**config.mk**
```make
export PLATFORM = sky130hd
export DESIGN_NAME = multi_purpose_training_command
export DESIGN_NICKNAME = d
export VERILOG_FILES = /design/src/include/mpc_pkg.sv /design/src/design/train_fifo_mem.sv /design/src/design/multi_purpose_training_command.sv
export SDC_FILE = /design/constraint.sdc
export NUM_CORES = 1
export LEC_CHECK = 0
export ABC_AREA = 1
export BUFFER_PORTS_ARGS = -buffer_cell sky130_fd_sc_hd__buf_2
export CAP_MARGIN = 15
export CORE_MARGIN = 1
export CORE_UTILIZATION = 38
export DETAILED_ROUTE_END_ITERATION = 16
export GPL_TIMING_DRIVEN = 1
export PLACE_DENSITY = 0.55
export SYNTH_ARGS = -nofsm -noshare
export SYNTH_HDL_FRONTEND = slang
export SYNTH_SLANG_ARGS = --single-unit
```
**constraint.sdc**
```tcl
create_clock -name pclk -period 25.5 [get_ports pclk]
set_input_delay 1.275 -clock pclk [delete_from_list [all_inputs] [get_ports pclk]]
set_output_delay 1.275 -clock pclk [all_outputs]
set_load 0.03 [all_outputs]
```
**src/include/mpc_pkg.sv**
```systemverilog
// Purpose: Shared constants and types for the multi-purpose command block
// Assumes: Command pins are sampled by pclk; the link clock is slow beside it
// Notes: Register offsets are byte addresses on a 32-bit APB
`default_nettype none
package mpc_pkg;
  // Training FIFO shape
  localparam int FIFO_DEPTH = 5;
  localparam int PTR_W = 3;
  localparam int BEATS = 16;
  localparam int DQ_W = 8;
  localparam int ENTRY_W = BEATS * DQ_W;
  localparam int LAT_W = 6;
  localparam int LAT_MAX = 64;
  // Training transfers always run 16 beats
  localparam logic [4:0] TRAIN_BEATS = 5'h10;
  // Operand codes of the training functions
  localparam logic [6:0] OP_RD_FIFO = 7'h41;
  localparam logic [6:0] OP_RD_CAL = 7'h43;
  localparam logic [6:0] OP_WR_FIFO = 7'h47;
  localparam logic [6:0] OP_OSC_START = 7'h4b;
  localparam logic [6:0] OP_OSC_STOP = 7'h4d;
  localparam logic [6:0] OP_ZQ_START = 7'h4f;
  localparam logic [6:0] OP_ZQ_LATCH = 7'h51;
  // First-edge codes on cmd_addr_bus[4:0], bit 0 is the lowest pin
  localparam logic [4:0] CA_MPC = 5'h00;
  localparam logic [4:0] CA_CAS2 = 5'h12;
  localparam logic [4:0] CA_WR1 = 5'h04;
  localparam logic [4:0] CA_MWR = 5'h0c;
  localparam logic [4:0] CA_RD1 = 5'h02;
  localparam logic [4:0] CA_MRR = 5'h0e;
  // Register offsets
  localparam logic [11:0] ADDR_CFG = 12'h000;
  localparam logic [11:0] ADDR_PAT = 12'h004;
  localparam logic [11:0] ADDR_OSC = 12'h008;
  localparam logic [11:0] ADDR_STAT = 12'h00c;
  // Field positions
  localparam int CFG_RL_LSB = 0;
  localparam int CFG_WL_LSB = 8;
  localparam int CFG_WDBI_BIT = 16;
  localparam int CFG_RDBI_BIT = 17;
  localparam int CFG_DM_BIT = 18;
  localparam int STAT_WPTR_LSB = 0;
  localparam int STAT_RPTR_LSB = 4;
  localparam int STAT_PERR_BIT = 8;
  localparam int STAT_ZQ_BIT = 9;
  localparam int STAT_OSC_BIT = 10;
  // Reset values
  localparam logic [31:0] CFG_RESET = 32'h0000080e;
  localparam logic [15:0] PAT_RESET = 16'h0000;
  // Sampled command pins travel together
  typedef struct packed {
    logic ck;
    logic cke;
    logic cs;
    logic [5:0] ca;
  } pins_s;
  // Command sequencer states, Gray along the path
  typedef enum logic [1:0] {
    ST_IDLE = 2'b00,
    ST_OP = 2'b01,
    ST_CAS1 = 2'b11,
    ST_CAS2 = 2'b10
  } cmd_state_e;
  // Kind of training transfer waiting for its column follow-up
  typedef enum logic [1:0] {
    K_NONE = 2'b00,
    K_RD_FIFO = 2'b01,
    K_RD_CAL = 2'b10,
    K_WR_FIFO = 2'b11
  } train_kind_e;
endpackage : mpc_pkg
`default_nettype wire

```
**src/design/train_fifo_mem.sv**
```systemverilog
// Purpose: Storage array of the training FIFO
// Assumes: One write and one read port on pclk
// Notes: Read data is registered every cycle from the read address
`timescale 1ns/1ns
`default_nettype none
module train_fifo_mem #(
  parameter int WIDTH = 128,
  parameter int DEPTH = 5,
  parameter int AW = 3
) (
  // Clock
  input wire logic clk,
  // Write port
  input wire logic we,
  input wire logic [AW-1:0] waddr,
  input wire logic [WIDTH-1:0] wdata,
  // Read port
  input wire logic [AW-1:0] raddr,
  output logic [WIDTH-1:0] rdata_r
);
  // Entries are not reset, so unwritten ones read undefined
  logic [WIDTH-1:0] mem [DEPTH];

  // Write and registered read
  always_ff @(posedge clk) begin
    if (we) begin
      mem[waddr] <= wdata;
    end
    rdata_r <= mem[raddr];
  end
endmodule : train_fifo_mem
`default_nettype wire

```
**src/design/multi_purpose_training_command.sv**
```systemverilog
// Purpose: Decode multi-purpose commands and run the training FIFO path
// Assumes: Link pins are asynchronous to pclk and far slower than it
// Notes: Latencies are counted in link clock rising edges
`timescale 1ns/1ns
`default_nettype none
module multi_purpose_training_command #(
  parameter int ENTRY_W = mpc_pkg::ENTRY_W
) (
  // APB slave
  input wire logic pclk,
  input wire logic presetn,
  input wire logic psel,
  input wire logic penable,
  input wire logic pwrite,
  input wire logic [11:0] paddr,
  input wire logic [31:0] pwdata,
  output logic [31:0] prdata,
  output logic pready,
  output logic pslverr,
  // Command pins from the controller
  input wire logic ck_pin,
  input wire logic cke_pin,
  input wire logic cs_pin,
  input wire logic [5:0] cmd_addr_bus,
  // Oscillator and calibration engines
  input wire logic [15:0] osc_count,
  input wire logic zq_busy,
  output logic osc_start,
  output logic osc_stop,
  output logic zq_start,
  output logic zq_latch,
  // Training datapath
  input wire logic [ENTRY_W-1:0] fifo_wr_data,
  output logic wr_capture,
  output logic rd_launch,
  output logic rd_is_calib,
  output logic mask_inversion_drive,
  output logic [ENTRY_W-1:0] rd_burst_data,
  output logic [4:0] burst_beats
);
  localparam int PW = mpc_pkg::PTR_W;
  localparam int LM = mpc_pkg::LAT_MAX;

  // Pin synchroniser stages and link clock history
  mpc_pkg::pins_s sync1_r, sync2_r;
  logic ck_d_r;
  // Command sequencer
  mpc_pkg::cmd_state_e st_r, st_nxt;
  mpc_pkg::train_kind_e kind_r, kind_nxt;
  logic op6_r, op6_nxt;
  // Latency pipes, one bit per link clock edge
  logic [LM-1:0] wr_pipe_r, wr_pipe_nxt, rd_pipe_r, rd_pipe_nxt, cal_pipe_r, cal_pipe_nxt;
  // FIFO pointers
  logic [PW-1:0] wr_ptr_r, wr_ptr_nxt, rd_ptr_r, rd_ptr_nxt;
  // Registered outputs
  logic osc_start_r, osc_start_nxt, osc_stop_r, osc_stop_nxt;
  logic zq_start_r, zq_start_nxt, zq_latch_r, zq_latch_nxt;
  logic wr_cap_r, wr_cap_nxt, rd_launch_r, rd_launch_nxt, calib_r, calib_nxt;
  logic dmi_r, dmi_nxt;
  logic [ENTRY_W-1:0] rd_data_r, rd_data_nxt, mem_q, cal_word;
  // Software state
  logic [31:0] cfg_r, cfg_nxt, prdata_r, prdata_nxt;
  logic [15:0] pat_r, pat_nxt, osc_cnt_r, osc_cnt_nxt;
  logic pready_r, pready_nxt, pslverr_r, pslverr_nxt;
  logic pair_err_r, pair_err_nxt, osc_run_r, osc_run_nxt;
  // Decode helpers
  logic ck_rise, op_take, disturb, mem_we;
  logic [6:0] op_val;
  logic [mpc_pkg::LAT_W-1:0] rl, wl;

  assign rl = cfg_r[mpc_pkg::CFG_RL_LSB +: mpc_pkg::LAT_W];
  assign wl = cfg_r[mpc_pkg::CFG_WL_LSB +: mpc_pkg::LAT_W];

  // Two-stage synchroniser; only the second stage feeds logic
  always_ff @(posedge pclk or negedge presetn) begin
    if (!presetn) begin
      sync1_r <= '0;
      sync2_r <= '0;
      ck_d_r <= 1'b0;
    end else begin
      sync1_r <= {ck_pin, cke_pin, cs_pin, cmd_addr_bus};
      sync2_r <= sync1_r;
      ck_d_r <= sync2_r.ck;
    end
  end

  // Rising link clock edge as a one-cycle enable
  assign ck_rise = sync2_r.ck & ~ck_d_r;

  // Pattern burst: beat b on every pin is pattern bit b, low byte first
  for (genvar b = 0; b < mpc_pkg::BEATS; b++) begin : g_cal
    assign cal_word[b*mpc_pkg::DQ_W +: mpc_pkg::DQ_W] = {mpc_pkg::DQ_W{pat_r[b]}};
  end

  // Command decode, latency pipes and FIFO pointers
  always_comb begin
    st_nxt = st_r;
    kind_nxt = kind_r;
    op6_nxt = op6_r;
    wr_pipe_nxt = wr_pipe_r;
    rd_pipe_nxt = rd_pipe_r;
    cal_pipe_nxt = cal_pipe_r;
    wr_ptr_nxt = wr_ptr_r;
    rd_ptr_nxt = rd_ptr_r;
    osc_start_nxt = 1'b0;
    osc_stop_nxt = 1'b0;
    zq_start_nxt = 1'b0;
    zq_latch_nxt = 1'b0;
    wr_cap_nxt = 1'b0;
    rd_launch_nxt = 1'b0;
    calib_nxt = calib_r;
    dmi_nxt = 1'b0;
    rd_data_nxt = rd_data_r;
    osc_cnt_nxt = osc_cnt_r;
    osc_run_nxt = osc_run_r;
    op_take = 1'b0;
    disturb = 1'b0;
    mem_we = 1'b0;
    op_val = {op6_r, sync2_r.ca};
    if (ck_rise) begin
      // Latency advances one step per link edge
      wr_pipe_nxt = {wr_pipe_r[LM-2:0], 1'b0};
      rd_pipe_nxt = {rd_pipe_r[LM-2:0], 1'b0};
      cal_pipe_nxt = {cal_pipe_r[LM-2:0], 1'b0};
      unique case (st_r)
        mpc_pkg::ST_IDLE: begin
          // Bank and refresh state does not gate acceptance
          if (sync2_r.cke && sync2_r.cs) begin
            if (sync2_r.ca[4:0] == mpc_pkg::CA_MPC) begin
              op6_nxt = sync2_r.ca[5];
              st_nxt = mpc_pkg::ST_OP;
            end else if (sync2_r.ca[4:0] == mpc_pkg::CA_WR1 ||
                         sync2_r.ca[4:0] == mpc_pkg::CA_MWR ||
                         sync2_r.ca[4:0] == mpc_pkg::CA_RD1 ||
                         sync2_r.ca[4:0] == mpc_pkg::CA_MRR) begin
              disturb = 1'b1;
            end
          end
        end
        mpc_pkg::ST_OP: begin
          // Second edge carries the low six operand bits
          op_take = 1'b1;
          st_nxt = mpc_pkg::ST_IDLE;
          if (op6_r) begin
            case (op_val)
              mpc_pkg::OP_RD_FIFO: begin
                kind_nxt = mpc_pkg::K_RD_FIFO;
                st_nxt = mpc_pkg::ST_CAS1;
              end
              mpc_pkg::OP_RD_CAL: begin
                kind_nxt = mpc_pkg::K_RD_CAL;
                st_nxt = mpc_pkg::ST_CAS1;
              end
              mpc_pkg::OP_WR_FIFO: begin
                kind_nxt = mpc_pkg::K_WR_FIFO;
                st_nxt = mpc_pkg::ST_CAS1;
              end
              // Complete on their own, no follow-up wait
              mpc_pkg::OP_OSC_START: begin
                osc_start_nxt = 1'b1;
                osc_run_nxt = 1'b1;
              end
              mpc_pkg::OP_OSC_STOP: begin
                osc_stop_nxt = 1'b1;
                osc_run_nxt = 1'b0;
                osc_cnt_nxt = osc_count;
              end
              mpc_pkg::OP_ZQ_START: begin
                zq_start_nxt = ~zq_busy;
              end
              mpc_pkg::OP_ZQ_LATCH: begin
                zq_latch_nxt = 1'b1;
              end
              // Reserved codes leave every state alone
              default: begin
                st_nxt = mpc_pkg::ST_IDLE;
              end
            endcase
          end
        end
        mpc_pkg::ST_CAS1: begin
          // The follow-up must come at once; otherwise drop the transfer
          if (sync2_r.cke && sync2_r.cs && sync2_r.ca[4:0] == mpc_pkg::CA_CAS2) begin
            st_nxt = mpc_pkg::ST_CAS2;
          end else begin
            // Pairing flag itself is kept by the register process
            kind_nxt = mpc_pkg::K_NONE;
            st_nxt = mpc_pkg::ST_IDLE;
          end
        end
        mpc_pkg::ST_CAS2: begin
          // Latency starts at this edge; back to idle for seamless repeats
          st_nxt = mpc_pkg::ST_IDLE;
          kind_nxt = mpc_pkg::K_NONE;
          wr_pipe_nxt[0] = (kind_r == mpc_pkg::K_WR_FIFO);
          rd_pipe_nxt[0] = (kind_r == mpc_pkg::K_RD_FIFO);
          cal_pipe_nxt[0] = (kind_r == mpc_pkg::K_RD_CAL);
          disturb = (kind_r == mpc_pkg::K_RD_CAL);
        end
      endcase
      // Write data captured at write latency
      if (wr_pipe_nxt[wl]) begin
        wr_cap_nxt = 1'b1;
        mem_we = 1'b1;
        wr_ptr_nxt = (wr_ptr_r == PW'(mpc_pkg::FIFO_DEPTH - 1)) ? '0 : wr_ptr_r + 1'b1;
      end
      // FIFO read returned at read latency
      if (rd_pipe_nxt[rl]) begin
        rd_launch_nxt = 1'b1;
        calib_nxt = 1'b0;
        rd_data_nxt = mem_q;
        dmi_nxt = cfg_r[mpc_pkg::CFG_WDBI_BIT] | cfg_r[mpc_pkg::CFG_RDBI_BIT] |
                  cfg_r[mpc_pkg::CFG_DM_BIT];
        rd_ptr_nxt = (rd_ptr_r == PW'(mpc_pkg::FIFO_DEPTH - 1)) ? '0 : rd_ptr_r + 1'b1;
      end else if (cal_pipe_nxt[rl]) begin
        rd_launch_nxt = 1'b1;
        calib_nxt = 1'b1;
        rd_data_nxt = cal_word;
      end
      // Clock enable low also disturbs and abandons a command
      if (!sync2_r.cke) begin
        disturb = 1'b1;
        st_nxt = mpc_pkg::ST_IDLE;
      end
      if (disturb) begin
        wr_ptr_nxt = '0;
        rd_ptr_nxt = '0;
      end
    end
  end

  // Sequencer and datapath registers
  always_ff @(posedge pclk or negedge presetn) begin
    if (!presetn) begin
      st_r <= mpc_pkg::ST_IDLE;
      kind_r <= mpc_pkg::K_NONE;
      op6_r <= 1'b0;
      wr_pipe_r <= '0;
      rd_pipe_r <= '0;
      cal_pipe_r <= '0;
      wr_ptr_r <= '0;
      rd_ptr_r <= '0;
      osc_start_r <= 1'b0;
      osc_stop_r <= 1'b0;
      zq_start_r <= 1'b0;
      zq_latch_r <= 1'b0;
      wr_cap_r <= 1'b0;
      rd_launch_r <= 1'b0;
      calib_r <= 1'b0;
      dmi_r <= 1'b0;
      rd_data_r <= '0;
      osc_cnt_r <= '0;
      osc_run_r <= 1'b0;
    end else begin
      st_r <= st_nxt;
      kind_r <= kind_nxt;
      op6_r <= op6_nxt;
      wr_pipe_r <= wr_pipe_nxt;
      rd_pipe_r <= rd_pipe_nxt;
      cal_pipe_r <= cal_pipe_nxt;
      wr_ptr_r <= wr_ptr_nxt;
      rd_ptr_r <= rd_ptr_nxt;
      osc_start_r <= osc_start_nxt;
      osc_stop_r <= osc_stop_nxt;
      zq_start_r <= zq_start_nxt;
      zq_latch_r <= zq_latch_nxt;
      wr_cap_r <= wr_cap_nxt;
      rd_launch_r <= rd_launch_nxt;
      calib_r <= calib_nxt;
      dmi_r <= dmi_nxt;
      rd_data_r <= rd_data_nxt;
      osc_cnt_r <= osc_cnt_nxt;
      osc_run_r <= osc_run_nxt;
    end
  end

  // Five-entry training storage
  train_fifo_mem #(.WIDTH(ENTRY_W), .DEPTH(mpc_pkg::FIFO_DEPTH), .AW(PW)) u_mem (
    .clk(pclk),
    .we(mem_we),
    .waddr(wr_ptr_r),
    .wdata(fifo_wr_data),
    .raddr(rd_ptr_r),
    .rdata_r(mem_q)
  );

  // APB decode; answer comes in the first access cycle
  always_comb begin
    cfg_nxt = cfg_r;
    pat_nxt = pat_r;
    pready_nxt = psel & ~penable;
    pslverr_nxt = 1'b0;
    prdata_nxt = prdata_r;
    // Pairing error: hardware set wins over write-one clear
    pair_err_nxt = pair_err_r;
    if (psel && !penable) begin
      prdata_nxt = '0;
      case (paddr)
        mpc_pkg::ADDR_CFG: prdata_nxt = cfg_r;
        mpc_pkg::ADDR_PAT: prdata_nxt = {16'h0000, pat_r};
        mpc_pkg::ADDR_OSC: prdata_nxt = {16'h0000, osc_cnt_r};
        mpc_pkg::ADDR_STAT: begin
          prdata_nxt[mpc_pkg::STAT_WPTR_LSB +: PW] = wr_ptr_r;
          prdata_nxt[mpc_pkg::STAT_RPTR_LSB +: PW] = rd_ptr_r;
          prdata_nxt[mpc_pkg::STAT_PERR_BIT] = pair_err_r;
          prdata_nxt[mpc_pkg::STAT_ZQ_BIT] = zq_busy;
          prdata_nxt[mpc_pkg::STAT_OSC_BIT] = osc_run_r;
        end
        default: pslverr_nxt = 1'b1;
      endcase
    end
    if (psel && penable && pready_r && pwrite) begin
      if (paddr == mpc_pkg::ADDR_CFG) cfg_nxt = pwdata;
      if (paddr == mpc_pkg::ADDR_PAT) pat_nxt = pwdata[15:0];
      if (paddr == mpc_pkg::ADDR_STAT && pwdata[mpc_pkg::STAT_PERR_BIT]) pair_err_nxt = 1'b0;
    end
    if (ck_rise && st_r == mpc_pkg::ST_CAS1 &&
        !(sync2_r.cke && sync2_r.cs && sync2_r.ca[4:0] == mpc_pkg::CA_CAS2)) begin
      pair_err_nxt = 1'b1;
    end
  end

  // Software-visible registers
  always_ff @(posedge pclk or negedge presetn) begin
    if (!presetn) begin
      cfg_r <= mpc_pkg::CFG_RESET;
      pat_r <= mpc_pkg::PAT_RESET;
      prdata_r <= '0;
      pready_r <= 1'b0;
      pslverr_r <= 1'b0;
      pair_err_r <= 1'b0;
    end else begin
      cfg_r <= cfg_nxt;
      pat_r <= pat_nxt;
      prdata_r <= prdata_nxt;
      pready_r <= pready_nxt;
      pslverr_r <= pslverr_nxt;
      pair_err_r <= pair_err_nxt;
    end
  end

  // Outputs straight from flops except burst_beats, a constant; transfers are fixed at 16 beats
  assign prdata = prdata_r;
  assign pready = pready_r;
  assign pslverr = pslverr_r;
  assign osc_start = osc_start_r;
  assign osc_stop = osc_stop_r;
  assign zq_start = zq_start_r;
  assign zq_latch = zq_latch_r;
  assign wr_capture = wr_cap_r;
  assign rd_launch = rd_launch_r;
  assign rd_is_calib = calib_r;
  assign mask_inversion_drive = dmi_r;
  assign rd_burst_data = rd_data_r;
  assign burst_beats = mpc_pkg::TRAIN_BEATS;
endmodule : multi_purpose_training_command
`default_nettype wire

```
# --- Word level (Yosys, flattened, before mapping) ---
# Memory sizes are Yosys's and may differ from the RTL's. A register that Yosys moved wholly into a read port is not among the register bits.
# Cells that the tools add are included.
# Widths: inputs -> output; s select.
word_totals:
  ff_bits: 455
  ram_bits: 640
  out_inout_bits: 175
  wordCells: 187
  n_memories: 1
classes:
  addsub: 2
  order_cmp: 2
  eq_ne: 28
  muxes: 76
  bitwise: 7
  reduce_logical: 37
mem_list:
  columns: ["name", "words", "word_bits", "rd", "rd_ports_with_merged_regs", "wr", "line_no", "source"]
  rows:
  - ["u_mem.mem", 5, 128, 1, 1, 1, "train_fifo_mem.sv:22", "logic [WIDTH-1:0] mem [DEPTH];"]
ops:
  columns: ["operator", "count"]
  rows:
  - ["$mux 128", 2]
  - ["$pmux 21 s3", 1]
  - ["$eq 7x7->1 const B", 7]
  - ["$mux 1", 46]
  - ["$pmux 3 s4", 3]
  - ["$eq 12x4->1 const B", 2]
  - ["$bmux 1 s6", 3]
  - ["$mux 3", 6]
  - ["$mux 2", 8]
  - ["$lt 6x7->1 const B", 2]
  - ["$eq 12x3->1 const B", 1]
  - ["$logic_not 12->1", 1]
  - ["$pmux 2 s3", 2]
  - ["$reduce_and 2->1", 6]
  - ["$reduce_and 4->1", 3]
  - ["$reduce_bool 2->1", 6]
  - ["$eq 5x4->1 const B", 2]
  - ["$logic_and 1x1->1", 9]
  - ["$eq 2x2->1 const B", 4]
  - ["$pmux 2 s4", 1]
  - ["$add 3x1->3 const B", 2]
  - ["$eq 3x3->1 const B", 2]
  - ["$ne 3x3->1 const B", 2]
  - ["$pmux 1 s3", 2]
  - ["19 further kinds", 29]

# --- Logic depth before layout (Yosys ltp) ---
# Gate-level depths: netlist (run 1).
logic_depth:
  depth_word: 12
  ltp_mapped: 17

# --- Modules after synthesis ---
# Synthesis (run 1) repeated with hierarchy kept, for this count alone.
hier_totals:
  hier_cells: 5378
  area_unflattened_um2: 50616.0
by_module_without_submodules:
  columns: ["module", "n_inst", "cells_per_inst", "area_per_inst_um2"]
  rows:
  - ["train_fifo_mem", 1, 2687, 29544.6]
  - ["multi_purpose_training_command", 1, 2691, 21071.5]

# --- Worst setup path after synthesis (run 1) ---
# No wires, ideal clock.
synth_timing:
  path_type: "reg2reg"
  from: "register cfg_r[9]"
  to: "memory u_mem.mem[0][0] (enable)"
  setup_time_ns: 0.773
  arrival_ns: 10.226
  path_slack_ns: 14.501
  path_stages_with_launch: 12
  path_buffers: 2
  period_less_slack_ns: 10.999
  path_cell_list: "dfrtp_1 buf_2 clkinv_1 clkbuf_1 o211ai_1 nand3_1 nand3_1 nand3_1 nand3_1 nand2_1 nand2_1 nor3_1"
synth_via:
  elab_chain_len: 6
synth_rtl:
  columns: ["element", "line_no", "source"]
  rows:
  - ["from (decl)", "multi_purpose_training_command.sv:62", "logic [31:0] cfg_r, cfg_nxt, prdata_r, prdata_nxt;"]
  - ["from (signal assigned)", "multi_purpose_training_command.sv:326", "cfg_r <= mpc_pkg::CFG_RESET;"]
  - ["from (signal assigned)", "multi_purpose_training_command.sv:333", "cfg_r <= cfg_nxt;"]
  - ["$bmux 1 s6", "multi_purpose_training_command.sv:202", "if (wr_pipe_nxt[wl]) begin"]
  - ["$mux 1 (implied by the code)", "multi_purpose_training_command.sv:202", null]
  - ["$mux 1", "multi_purpose_training_command.sv:202", null]
  - ["$mux 1", "multi_purpose_training_command.sv:120", "if (ck_rise) begin"]
  - ["$mux 1", "train_fifo_mem.sv:26", "if (we) begin"]
  - ["$mux 1 (implied by the code)", "train_fifo_mem.sv:27", "mem[waddr] <= wdata;"]
  - ["to (decl)", "train_fifo_mem.sv:22", null]
# No other way between the ends. The select of a mux whose other input is x is not followed.

# --- Worst setup path in the final report (run 1) ---
layout_timing:
  from: "register cfg_r[1]"
  to: "register rd_data_r[101], in the netlist rd_burst_data[101]"
layout_via:
  elab_chain_len: 4
  word_cells_on_any_way: 7
  cone_classes: "mux (5); reduce/logical (2)"
layout_rtl:
  columns: ["element", "line_no", "source"]
  rows:
  - ["$bmux 1 s6, on equally long branches", "multi_purpose_training_command.sv:208, multi_purpose_training_command.sv:215", null]
  - ["$mux 1, on equally long branches", "multi_purpose_training_command.sv:208, multi_purpose_training_command.sv:215", null]
  - ["$reduce_bool 2->1 (no source line)", null, null]
  - ["$reduce_and 2->1 (no source line)", null, null]
  - ["to (signal assigned)", "multi_purpose_training_command.sv:271", "rd_data_r <= rd_data_nxt;"]
  - ["to (decl)", "multi_purpose_training_command.sv:60", "logic [ENTRY_W-1:0] rd_data_r, rd_data_nxt, mem_q, cal_word;"]
# Parallel ways exist; a longest one is shown, timed or not. The select of a mux whose other input is x is not followed.
# A chain may end at the register's enable or synchronous reset.

==> results.ini, run 1 <==
[worst_setup_path]
critPathKind = reg -> reg
cp_max_fo = 77
endpoint_kind = flip-flop
cp_top_family = simple AND/OR/NAND/NOR gates
critPathArrivalTime_ps = 6500
path_buf_inv = 3
slowest_stage = dfstp_2
cp_slowest_stage_delay_ps = 1050
start_kind = flip-flop
cp_common_cell = nand3_1
cp_cell_sequence = inv_2, nand3_1, nand3_1, nand3_1, nand3_1, nand3_4, buf_4, nand3_4, nand2_4, buf_4, nand2_1, nand2_1
worstPathRequired_ps = 26180

[synthesis]
yosysTopAreaCell = edfxtp_1
async_reset_ff_share_pct = 37.20
ys_warn_count = 0
synth.distinct_cells = 32
synthCells = 4614
seq_area_frac_synth_pct = 69.43
synth_area_um2 = 47780
synth_edf_count = 640
avgSynthCellArea_um2 = 10.35
synth_ff_type = edfxtp_1
synth_area_leaders = edfxtp_1 40%, dfrtp_1 24%, nand2_1 8.8%, nor2_1 5.4%, dfxtp_1 5.4%
ys_seq_elements = 1223
synth_top_area_share_pct = 40.23

[route]
drc = 0
via_per_inst = 5.105
drt_iter0_drc = 2677
dr.pass1.iters = 6
wl_per_cell_um = 20.34
vias = 33880
antenna_left = 0
wl_um = 135000

[status]
outcome = finished clean

[pwr]
p_sw_share_pct = 26.27
combPwrFrac_pct = 10.5
seqPwrFrac_pct = 48.2
switchingPower_mw = 1.232
power.leakage_nw = 23.93
totalPowerFinal_mw = 4.691
p_int_mw = 3.459
p_clk_share_pct = 41.3
p_per_area_nw_per_um2 = 84.70
vdd_drop_max_mv = 0.07776

[sta]
holdWs_ps = 353.8
timing.setup.tns_ps = 0
setup_slack_ps = 19680
slew_headroom_pct = 17.32
setup_viol = 0
clock_skew_ps = 26.23
fmax_mhz = 171.7
tightest_slew_ps = 1240
rsz0062_at_grt = false
drv_slew = 0
hold_violations = 0
fin_crit_ps = 5824
final.period_utilization_pct = 22.84

[placement]
place_area_um2 = 50910
dp_cells = 6375
dp.final_hpwl_um = 76950
io_buffers = 372
gp_congestion = 0.8010
pre_cts_ws_ps = 19680

[layout]
final_nets = 5084
layout-drive-gt1-share_pct = 12.79
layout_common_cells = 1125 x nand2_1, 683 x nor2_1, 640 x edfxtp_1
layoutNonFillerInstCount = 6637
syn2layout_area_growth_pct = 15.93
mostFrequentLayoutCell = nand2_1
stdcell_area_um2 = 55390
final_util_pct = 44.57
nFillCells = 11750

[global_route]
grt_pass1_vias = 32760
grt_antenna_before_repair = 44
grt.overflow.total = 0
grt_usage_pct = 21.22
grt_start_max_net_pins = 208
grt_pass1_wl_um = 204100

[floorplanning]
rows = 129
start_util_pct = 38.44
core-area_um2 = 124300
die_h_um = 356.6
pin_count = 378
fp.dieArea_um2 = 127100
die_w_um = 356.6

[clock_tree]
path_clk_slew_ps = 60
h-tree-depth = 4
cts_sinks = 1223
clock_latency_ps = 760
clock_path_buffers = 3
root_buffer = clkbuf_16
cts_tree = done
cts_resized = 0
numCtsBuffers = 136
cts_hold_buffers = 0
postCtsSetupBuffers = 0

[flow_run]
cap_violations = 0

[hold_path]
hp-class = reg -> reg

metal layers:
metal	vias to the layer above	routed length (µm)	global-route usage, %
li1	16050	-	-
met1	16560	59050	28.48
met2	949	61240	32.94
met3	266	10430	6.113
met4	52	3929	7.047
met5	-	331	0
cell usage after synthesis (3+ instances only):
| cell | instances |
|---|---|
| dfxtp_1 | 128 |
| clkbuf_1 | 178 |
| a21oi_1 | 36 |
| buf_4 | 13 |
| o21ai_0 | 443 |
| nand2_2 | 3 |
| nor4_1 | 6 |
| clkinv_1 | 4 |
| o211ai_1 | 9 |
| dfstp_2 | 4 |
| nor3_1 | 10 |
| inv_1 | 173 |
| dfrtp_1 | 451 |
| o22ai_1 | 9 |
| ha_1 | 4 |
| a31oi_1 | 131 |
| nand3_2 | 3 |
| buf_1 | 15 |
| nand2_1 | 1126 |
| nor2_1 | 685 |
| nand4_1 | 8 |
| o31ai_1 | 17 |
| nand3_1 | 427 |
| edfxtp_1 | 640 |
| buf_2 | 80 |
| buf_6 | 3 |
worst paths after layout:
| check | from | endpoint | slack, ps | cells past startpoint |
|---|---|---|---|---|
| setup / recovery | cfg_r[1] | rd_burst_data[101] | 19680 | 12 |
| hold / removal | sync1_r[2] | op_val[2] | 350 | 0 |
| setup reg to reg | cfg_r[1] | rd_burst_data[101] | 19680 | 12 |
| hold reg to reg | sync1_r[2] | op_val[2] | 350 | 0 |
| max in group asynchronous | presetn | rd_ptr_r[0] | 23280 | 2 |
| min in group asynchronous | presetn | sync1_r[8] | 630 | 1 |
kinds of logic after synthesis:
logic type	count (synthesis)	synth area share [%]
other	2	0.01572
AOI/OAI and AO/OA	647	7.294
DFF	1223	69.43
and+or+nand+nor	2269	19.10
adders and majority gates	4	0.1048
buffers and inverters	469	4.049
state kept, by name, summed over array words and instances (netlist names), 3 cells and up:
signal and cells:
wr_ptr_r 3, sync1_r 9, u_mem.rdata_r 128, wr_pipe_r 63, prdata 32, cal_pipe_r 63, rd_ptr_r 3, osc_cnt_r 16
rd_burst_data 128, op_val 6, pat_r 16, cfg_r 32, u_mem.mem 640, rd_pipe_r 63, sync2_r 3
power groups by stage:
stage	Sequential (mW)	Combinational, mW	Clock [mW]
3_3_place_gp	2.30	0.495	0
5_1_grt	2.27	0.553	2.06
2_1_floorplan	2.32	0.281	0
4_1_cts	2.26	0.501	1.98
6_report	2.26	0.493	1.94
3_5_place_dp	2.30	0.499	0
cell type report:
class | instances | area (µm²) | share of cell area, %
multi-input combinational | 2925 | 12750 | 23.02
tap | 1637 | 2048 | 3.698
clock buffer | 203 | 3897 | 7.037
antenna | 10 | 25.02 | 0.04518
clock inverter | 48 | 528.0 | 0.9533
inverter | 180 | 696.9 | 1.258
timing repair buffer | 411 | 2260 | 4.080
sequential | 1223 | 33180 | 59.91
Power figures use the tool's default switching activity.
==> run 2: changes to the inputs <==
- clock period: 25.5 -> 6.02 ns (I/O delays scaled with it)
==> results.ini, run 2 (synthesis results as in run 1) <==
[route]
drt_iter0_drc = 2782
wl_per_cell_um = 19.80
drc = 0
antenna_left = 0
via_per_inst = 5.015
wl_um = 135400
dr.pass1.iters = 6
vias = 34310

[floorplanning]
die_h_um = 356.6
core-area_um2 = 124300
start_util_pct = 38.44
rows = 129
pin_count = 378
die_w_um = 356.6
fp.dieArea_um2 = 127100

[worst_setup_path]
worstPathRequired_ps = 6700
critPathKind = reg -> reg
cp_max_fo = 46
r2r-start = cfg_r[2]
start_kind = flip-flop
reg2reg_depth = 10
rr_endpoint = rd_burst_data[81]
critPathLaunch = cfg_r[2]
crit_end = rd_burst_data[81]
endpoint_kind = flip-flop
critPathArrivalTime_ps = 5030
rrSetupSlack_ps = 1670

[clock_tree]
cts_sinks = 1223
postCtsSetupBuffers = 0
h-tree-depth = 4
numCtsBuffers = 134
root_buffer = clkbuf_16
cts_tree = done
clock_latency_ps = 770
cts_resized = 0
path_clk_slew_ps = 60
clock_path_buffers = 3

[placement]
dp.final_hpwl_um = 77210
gp_congestion = 0.7866
io_buffers = 372
place_area_um2 = 51140

[sta]
slew_headroom_pct = 28.28
fmax_mhz = 230.0
final.period_utilization_pct = 72.23
tightest_slew_ps = 1076
clock_skew_ps = 32.83
rsz0062_at_grt = false
drv_slew = 0
fin_crit_ps = 4348
hold_violations = 0
setup_viol = 0

[layout]
stdcell_area_um2 = 57580
final_util_pct = 46.33
largest_reg_flops = 640
syn2layout_area_growth_pct = 20.51
layout_common_cells = 1125 x nand2_1, 683 x nor2_1, 640 x edfxtp_1
layout-drive-gt1-share_pct = 12.43
regMostFlops = u_mem.mem
mostFrequentLayoutCell = nand2_1
final_nets = 5286

[global_route]
grt_start_max_net_pins = 179
grt_antenna_before_repair = 26
grt_pass1_wl_um = 204900
grt.overflow.total = 0
grt_usage_pct = 21.19
grt_pass1_vias = 33420

[pwr]
vdd_drop_max_mv = 0.2470
p_per_area_nw_per_um2 = 346.3
power.leakage_nw = 24.84

[hold_path]
hp-class = in -> async

[flow_run]
cap_violations = 0

[status]
outcome = finished clean

run 2: cell count changes in the layout (fill, tap and decap cells not counted), moves of 4 or more:
cell and delta:
nor3_4 +4, clkbuf_8 +8, buf_12 +10, nor3_2 -4
diode_2 +4, inv_6 -5, clkinv_2 -7, dlygate4sd3_1 +193
run 2: power breakdown:
part	internal [mW]	switching, mW
sequential	9.29	0.236
clock	4.77	3.41
combinational	0.666	1.56
run 2: worst min path at each step:
| stage | from | endpoint | depth (start not counted) |
|---|---|---|---|
| 3_5_place_dp | presetn | wr_capture | 1 |
| 6_report | presetn | sync2_r[6] | 2 |
| 4_1_cts | presetn | rd_pipe_r[46] | 2 |
| 2_1_floorplan | presetn | cal_pipe_r[0] | 0 |
| 3_3_place_gp | presetn | wr_capture | 1 |
| 5_1_grt | presetn | sync2_r[8] | 2 |
run 2: layer usage:
| layer | GRT usage (%) | wire length (µm) |
|---|---|---|
| met1 | 29.10 | 60850 |
| met2 | 33.00 | 62400 |
| met3 | 5.519 | 9151 |
| met4 | 6.120 | 2888 |
| met5 | 0 | 157 |
run 2: critical path, stage by stage (launching register included):
cell,delay [ps]
dfstp_2,860
inv_1,440
nand3_1,190
nand3_1,80
nand3_1,160
nand3_4,610
nand2_2,980
nand2_1,560
nand2_1,210
nand2_1,70
nand2_1,60
run 2: metrics by stage:
step / instances / TNS (ps) / setup WS [ps] / hold WS (ps) / power [mW]
finish: 6842 / 0 / 1672 / 49.66 / 19.94
global route: 6837 / 0 / 1368 / 37.27 / 20.76
CTS: 6827 / 0 / 1569 / 0.8734 / 20.15
detailed placement: 6386 / 0 / 1578 / 221.3 / 11.83
global placement: 6386 / 0 / 1582 / 233.4 / 11.82
floorplan: 4617 / -551170 / -1077 / 5.409 / 11.00
run 2: final cells by class:
type / instances / area (µm²)
Clock inverter: 35 / 445.4
Clock buffer: 213 / 3994
Inverter: 180 / 696.9
Tap cell: 1637 / 2048
Antenna cell: 14 / 35.03
Fill cell: 11610 / 66710
Timing Repair Buffer: 615 / 4399
Sequential cell: 1223 / 33180
Multi-Input combinational cell: 2925 / 12780
run 2: what timing repair did:
item                                    CTS  global route
endpoints found under the setup margin    0             0
hold endpoints to repair                926             0
hold buffers                            193             0
==> run 3: changes to the inputs <==
- clock period: 6.02 -> 4.3 ns (I/O delays scaled with it)
==> results.ini, run 3 (synthesis results as in run 1) <==
[clock_tree]
cts_hold_buffers = 197
numCtsBuffers = 137
postCtsSetupBuffers = 0
h-tree-depth = 4
path_clk_slew_ps = 60
cts_sinks = 1223
root_buffer = clkbuf_16
cts_resized = 0
clock_latency_ps = 760
clock_path_buffers = 3
cts_tree = done

[pwr]
p_per_area_nw_per_um2 = 490.1
vdd_drop_max_mv = 0.3823
power.leakage_nw = 25.05

[placement]
dp.final_hpwl_um = 78750
gp_congestion = 0.8066
io_buffers = 372

[hold_path]
hp-class = in -> async

[floorplanning]
rows = 129
core-area_um2 = 124300
fp.dieArea_um2 = 127100
pin_count = 378
die_h_um = 356.6
die_w_um = 356.6
start_util_pct = 38.44

[route]
wl_um = 136600
via_per_inst = 5.066
route.met3.wl_um = 8311
drc = 0
routed.top_layer = met5
dr.pass1.iters = 7
drt_iter0_drc = 2859
wl_per_cell_um = 19.91
met2_length_um = 63590
vias = 34740
antenna_left = 0
wl_met1_um = 61630

[worst_setup_path]
start_kind = flip-flop
worstPathRequired_ps = 4990
cp_max_fo = 67
cp_common_cell = nand2_1
cp_slowest_stage_delay_ps = 800
critPathKind = reg -> reg
critPathArrivalTime_ps = 4420
slowest_stage = nand2_2
cp_cell_sequence = buf_4, nand2_1, nand3_1, nand2_1, nand2_1, nand3_1, nand3_1, nand3_4, nand2_2, nand2_1, nand2_1, nand2_1, nand2_1
endpoint_kind = flip-flop

[layout]
mostFrequentLayoutCell = nand2_1
seq_area_um2 = 33180
largest_reg_flops = 640
multiInputGateArea_um2 = 12790
syn2layout_area_growth_pct = 21.36
layout_common_cells = 1123 x nand2_1, 683 x nor2_1, 640 x edfxtp_1
final_nets = 5304
layout-drive-gt1-share_pct = 12.87
nFillCells = 11550
final_util_pct = 46.65
regMostFlops = u_mem.mem

[sta]
setup_viol = 0
holdWs_ps = 90.65
rsz0062_at_grt = false
tightest_slew_ps = 1057
clock_skew_ps = 42.33
fmax_mhz = 267.9
hold_violations = 0
slew_headroom_pct = 29.33
fin_crit_ps = 3733
final.period_utilization_pct = 86.81
drv_slew = 0

[global_route]
grt_usage_pct = 21.42
grt_pass1_vias = 33800
grt_pass1_wl_um = 208400
grt_start_max_net_pins = 148
grt.overflow.total = 0
grt_antenna_before_repair = 23

[flow_run]
cap_violations = 0

[status]
outcome = finished clean

-- run 3: changes by cell type in the layout (fill, tap and decap cells not counted), moves of 4 or more --
| cell | change |
|---|---|
| clkbuf_8 | -17 |
| clkbuf_1 | -6 |
| diode_2 | -6 |
| bufinv_16 | +7 |
| o21ai_1 | +4 |
| o21ai_0 | -4 |
| dlygate4sd3_1 | +4 |
| buf_12 | +11 |
| clkinv_2 | +15 |
-- run 3: power breakdown --
group	internal (mW)	total (mW)	switching, mW
registers	13.0	13.4	0.405
logic	0.954	3.13	2.18
clock network	6.92	11.9	4.95
-- run 3: per-stage QoR --
step	worst slack, ps	TNS, ps	std cells	power (mW)	instance area, µm²
finish	567.2	0	6858	28.42	57980
global route	310.2	0	6856	29.56	57980
CTS	513.9	0	6850	28.72	57960
detailed placement	551.4	0	6398	16.66	51390
global placement	595.4	0	6398	16.64	51390
floorplan	-564.6	-272350	4617	15.40	47920
-- run 3: cell type report --
type	count	share of cell area, %
antenna	8	0.03453
clock buffer	192	6.532
clock inverter	63	1.403
inverter	180	1.211
multi-input combinational	2925	22.06
sequential	1223	57.23
tap	1637	3.533
timing repair buffer	630	8.002
-- run 3: per-layer routing --
layer  vias up  global-route usage, %
met3       209                  4.506
met5         -                      0
met1     17100                  29.60
met2       918                  34.13
li1      16490                      -
met4        20                  5.845
-- run 3: worst max-delay path, delay by kind of cell (launching register included) --
| kind | cells | cell delay (ps) |
|---|---|---|
| buffers and inverters | 1 | 600 |
| and+or+nand+nor | 12 | 2600 |
| DFF | 1 | 380 |
-- run 3: final timing paths --
path | startpoint | endpoint | slack (ps) | cells past startpoint
max in group asynchronous | presetn | rd_burst_data[57] | 2990 | 3
worst min-delay path | presetn | rd_pipe_r[47] | 90 | 2
worst max-delay path | cfg_r[0] | rd_burst_data[59] | 570 | 13
worst min register to register | sync1_r[4] | op_val[4] | 350 | 0
min in group pclk | cmd_addr_bus[2] | sync1_r[2] | 100 | 2
worst max register to register | cfg_r[0] | rd_burst_data[59] | 570 | 13
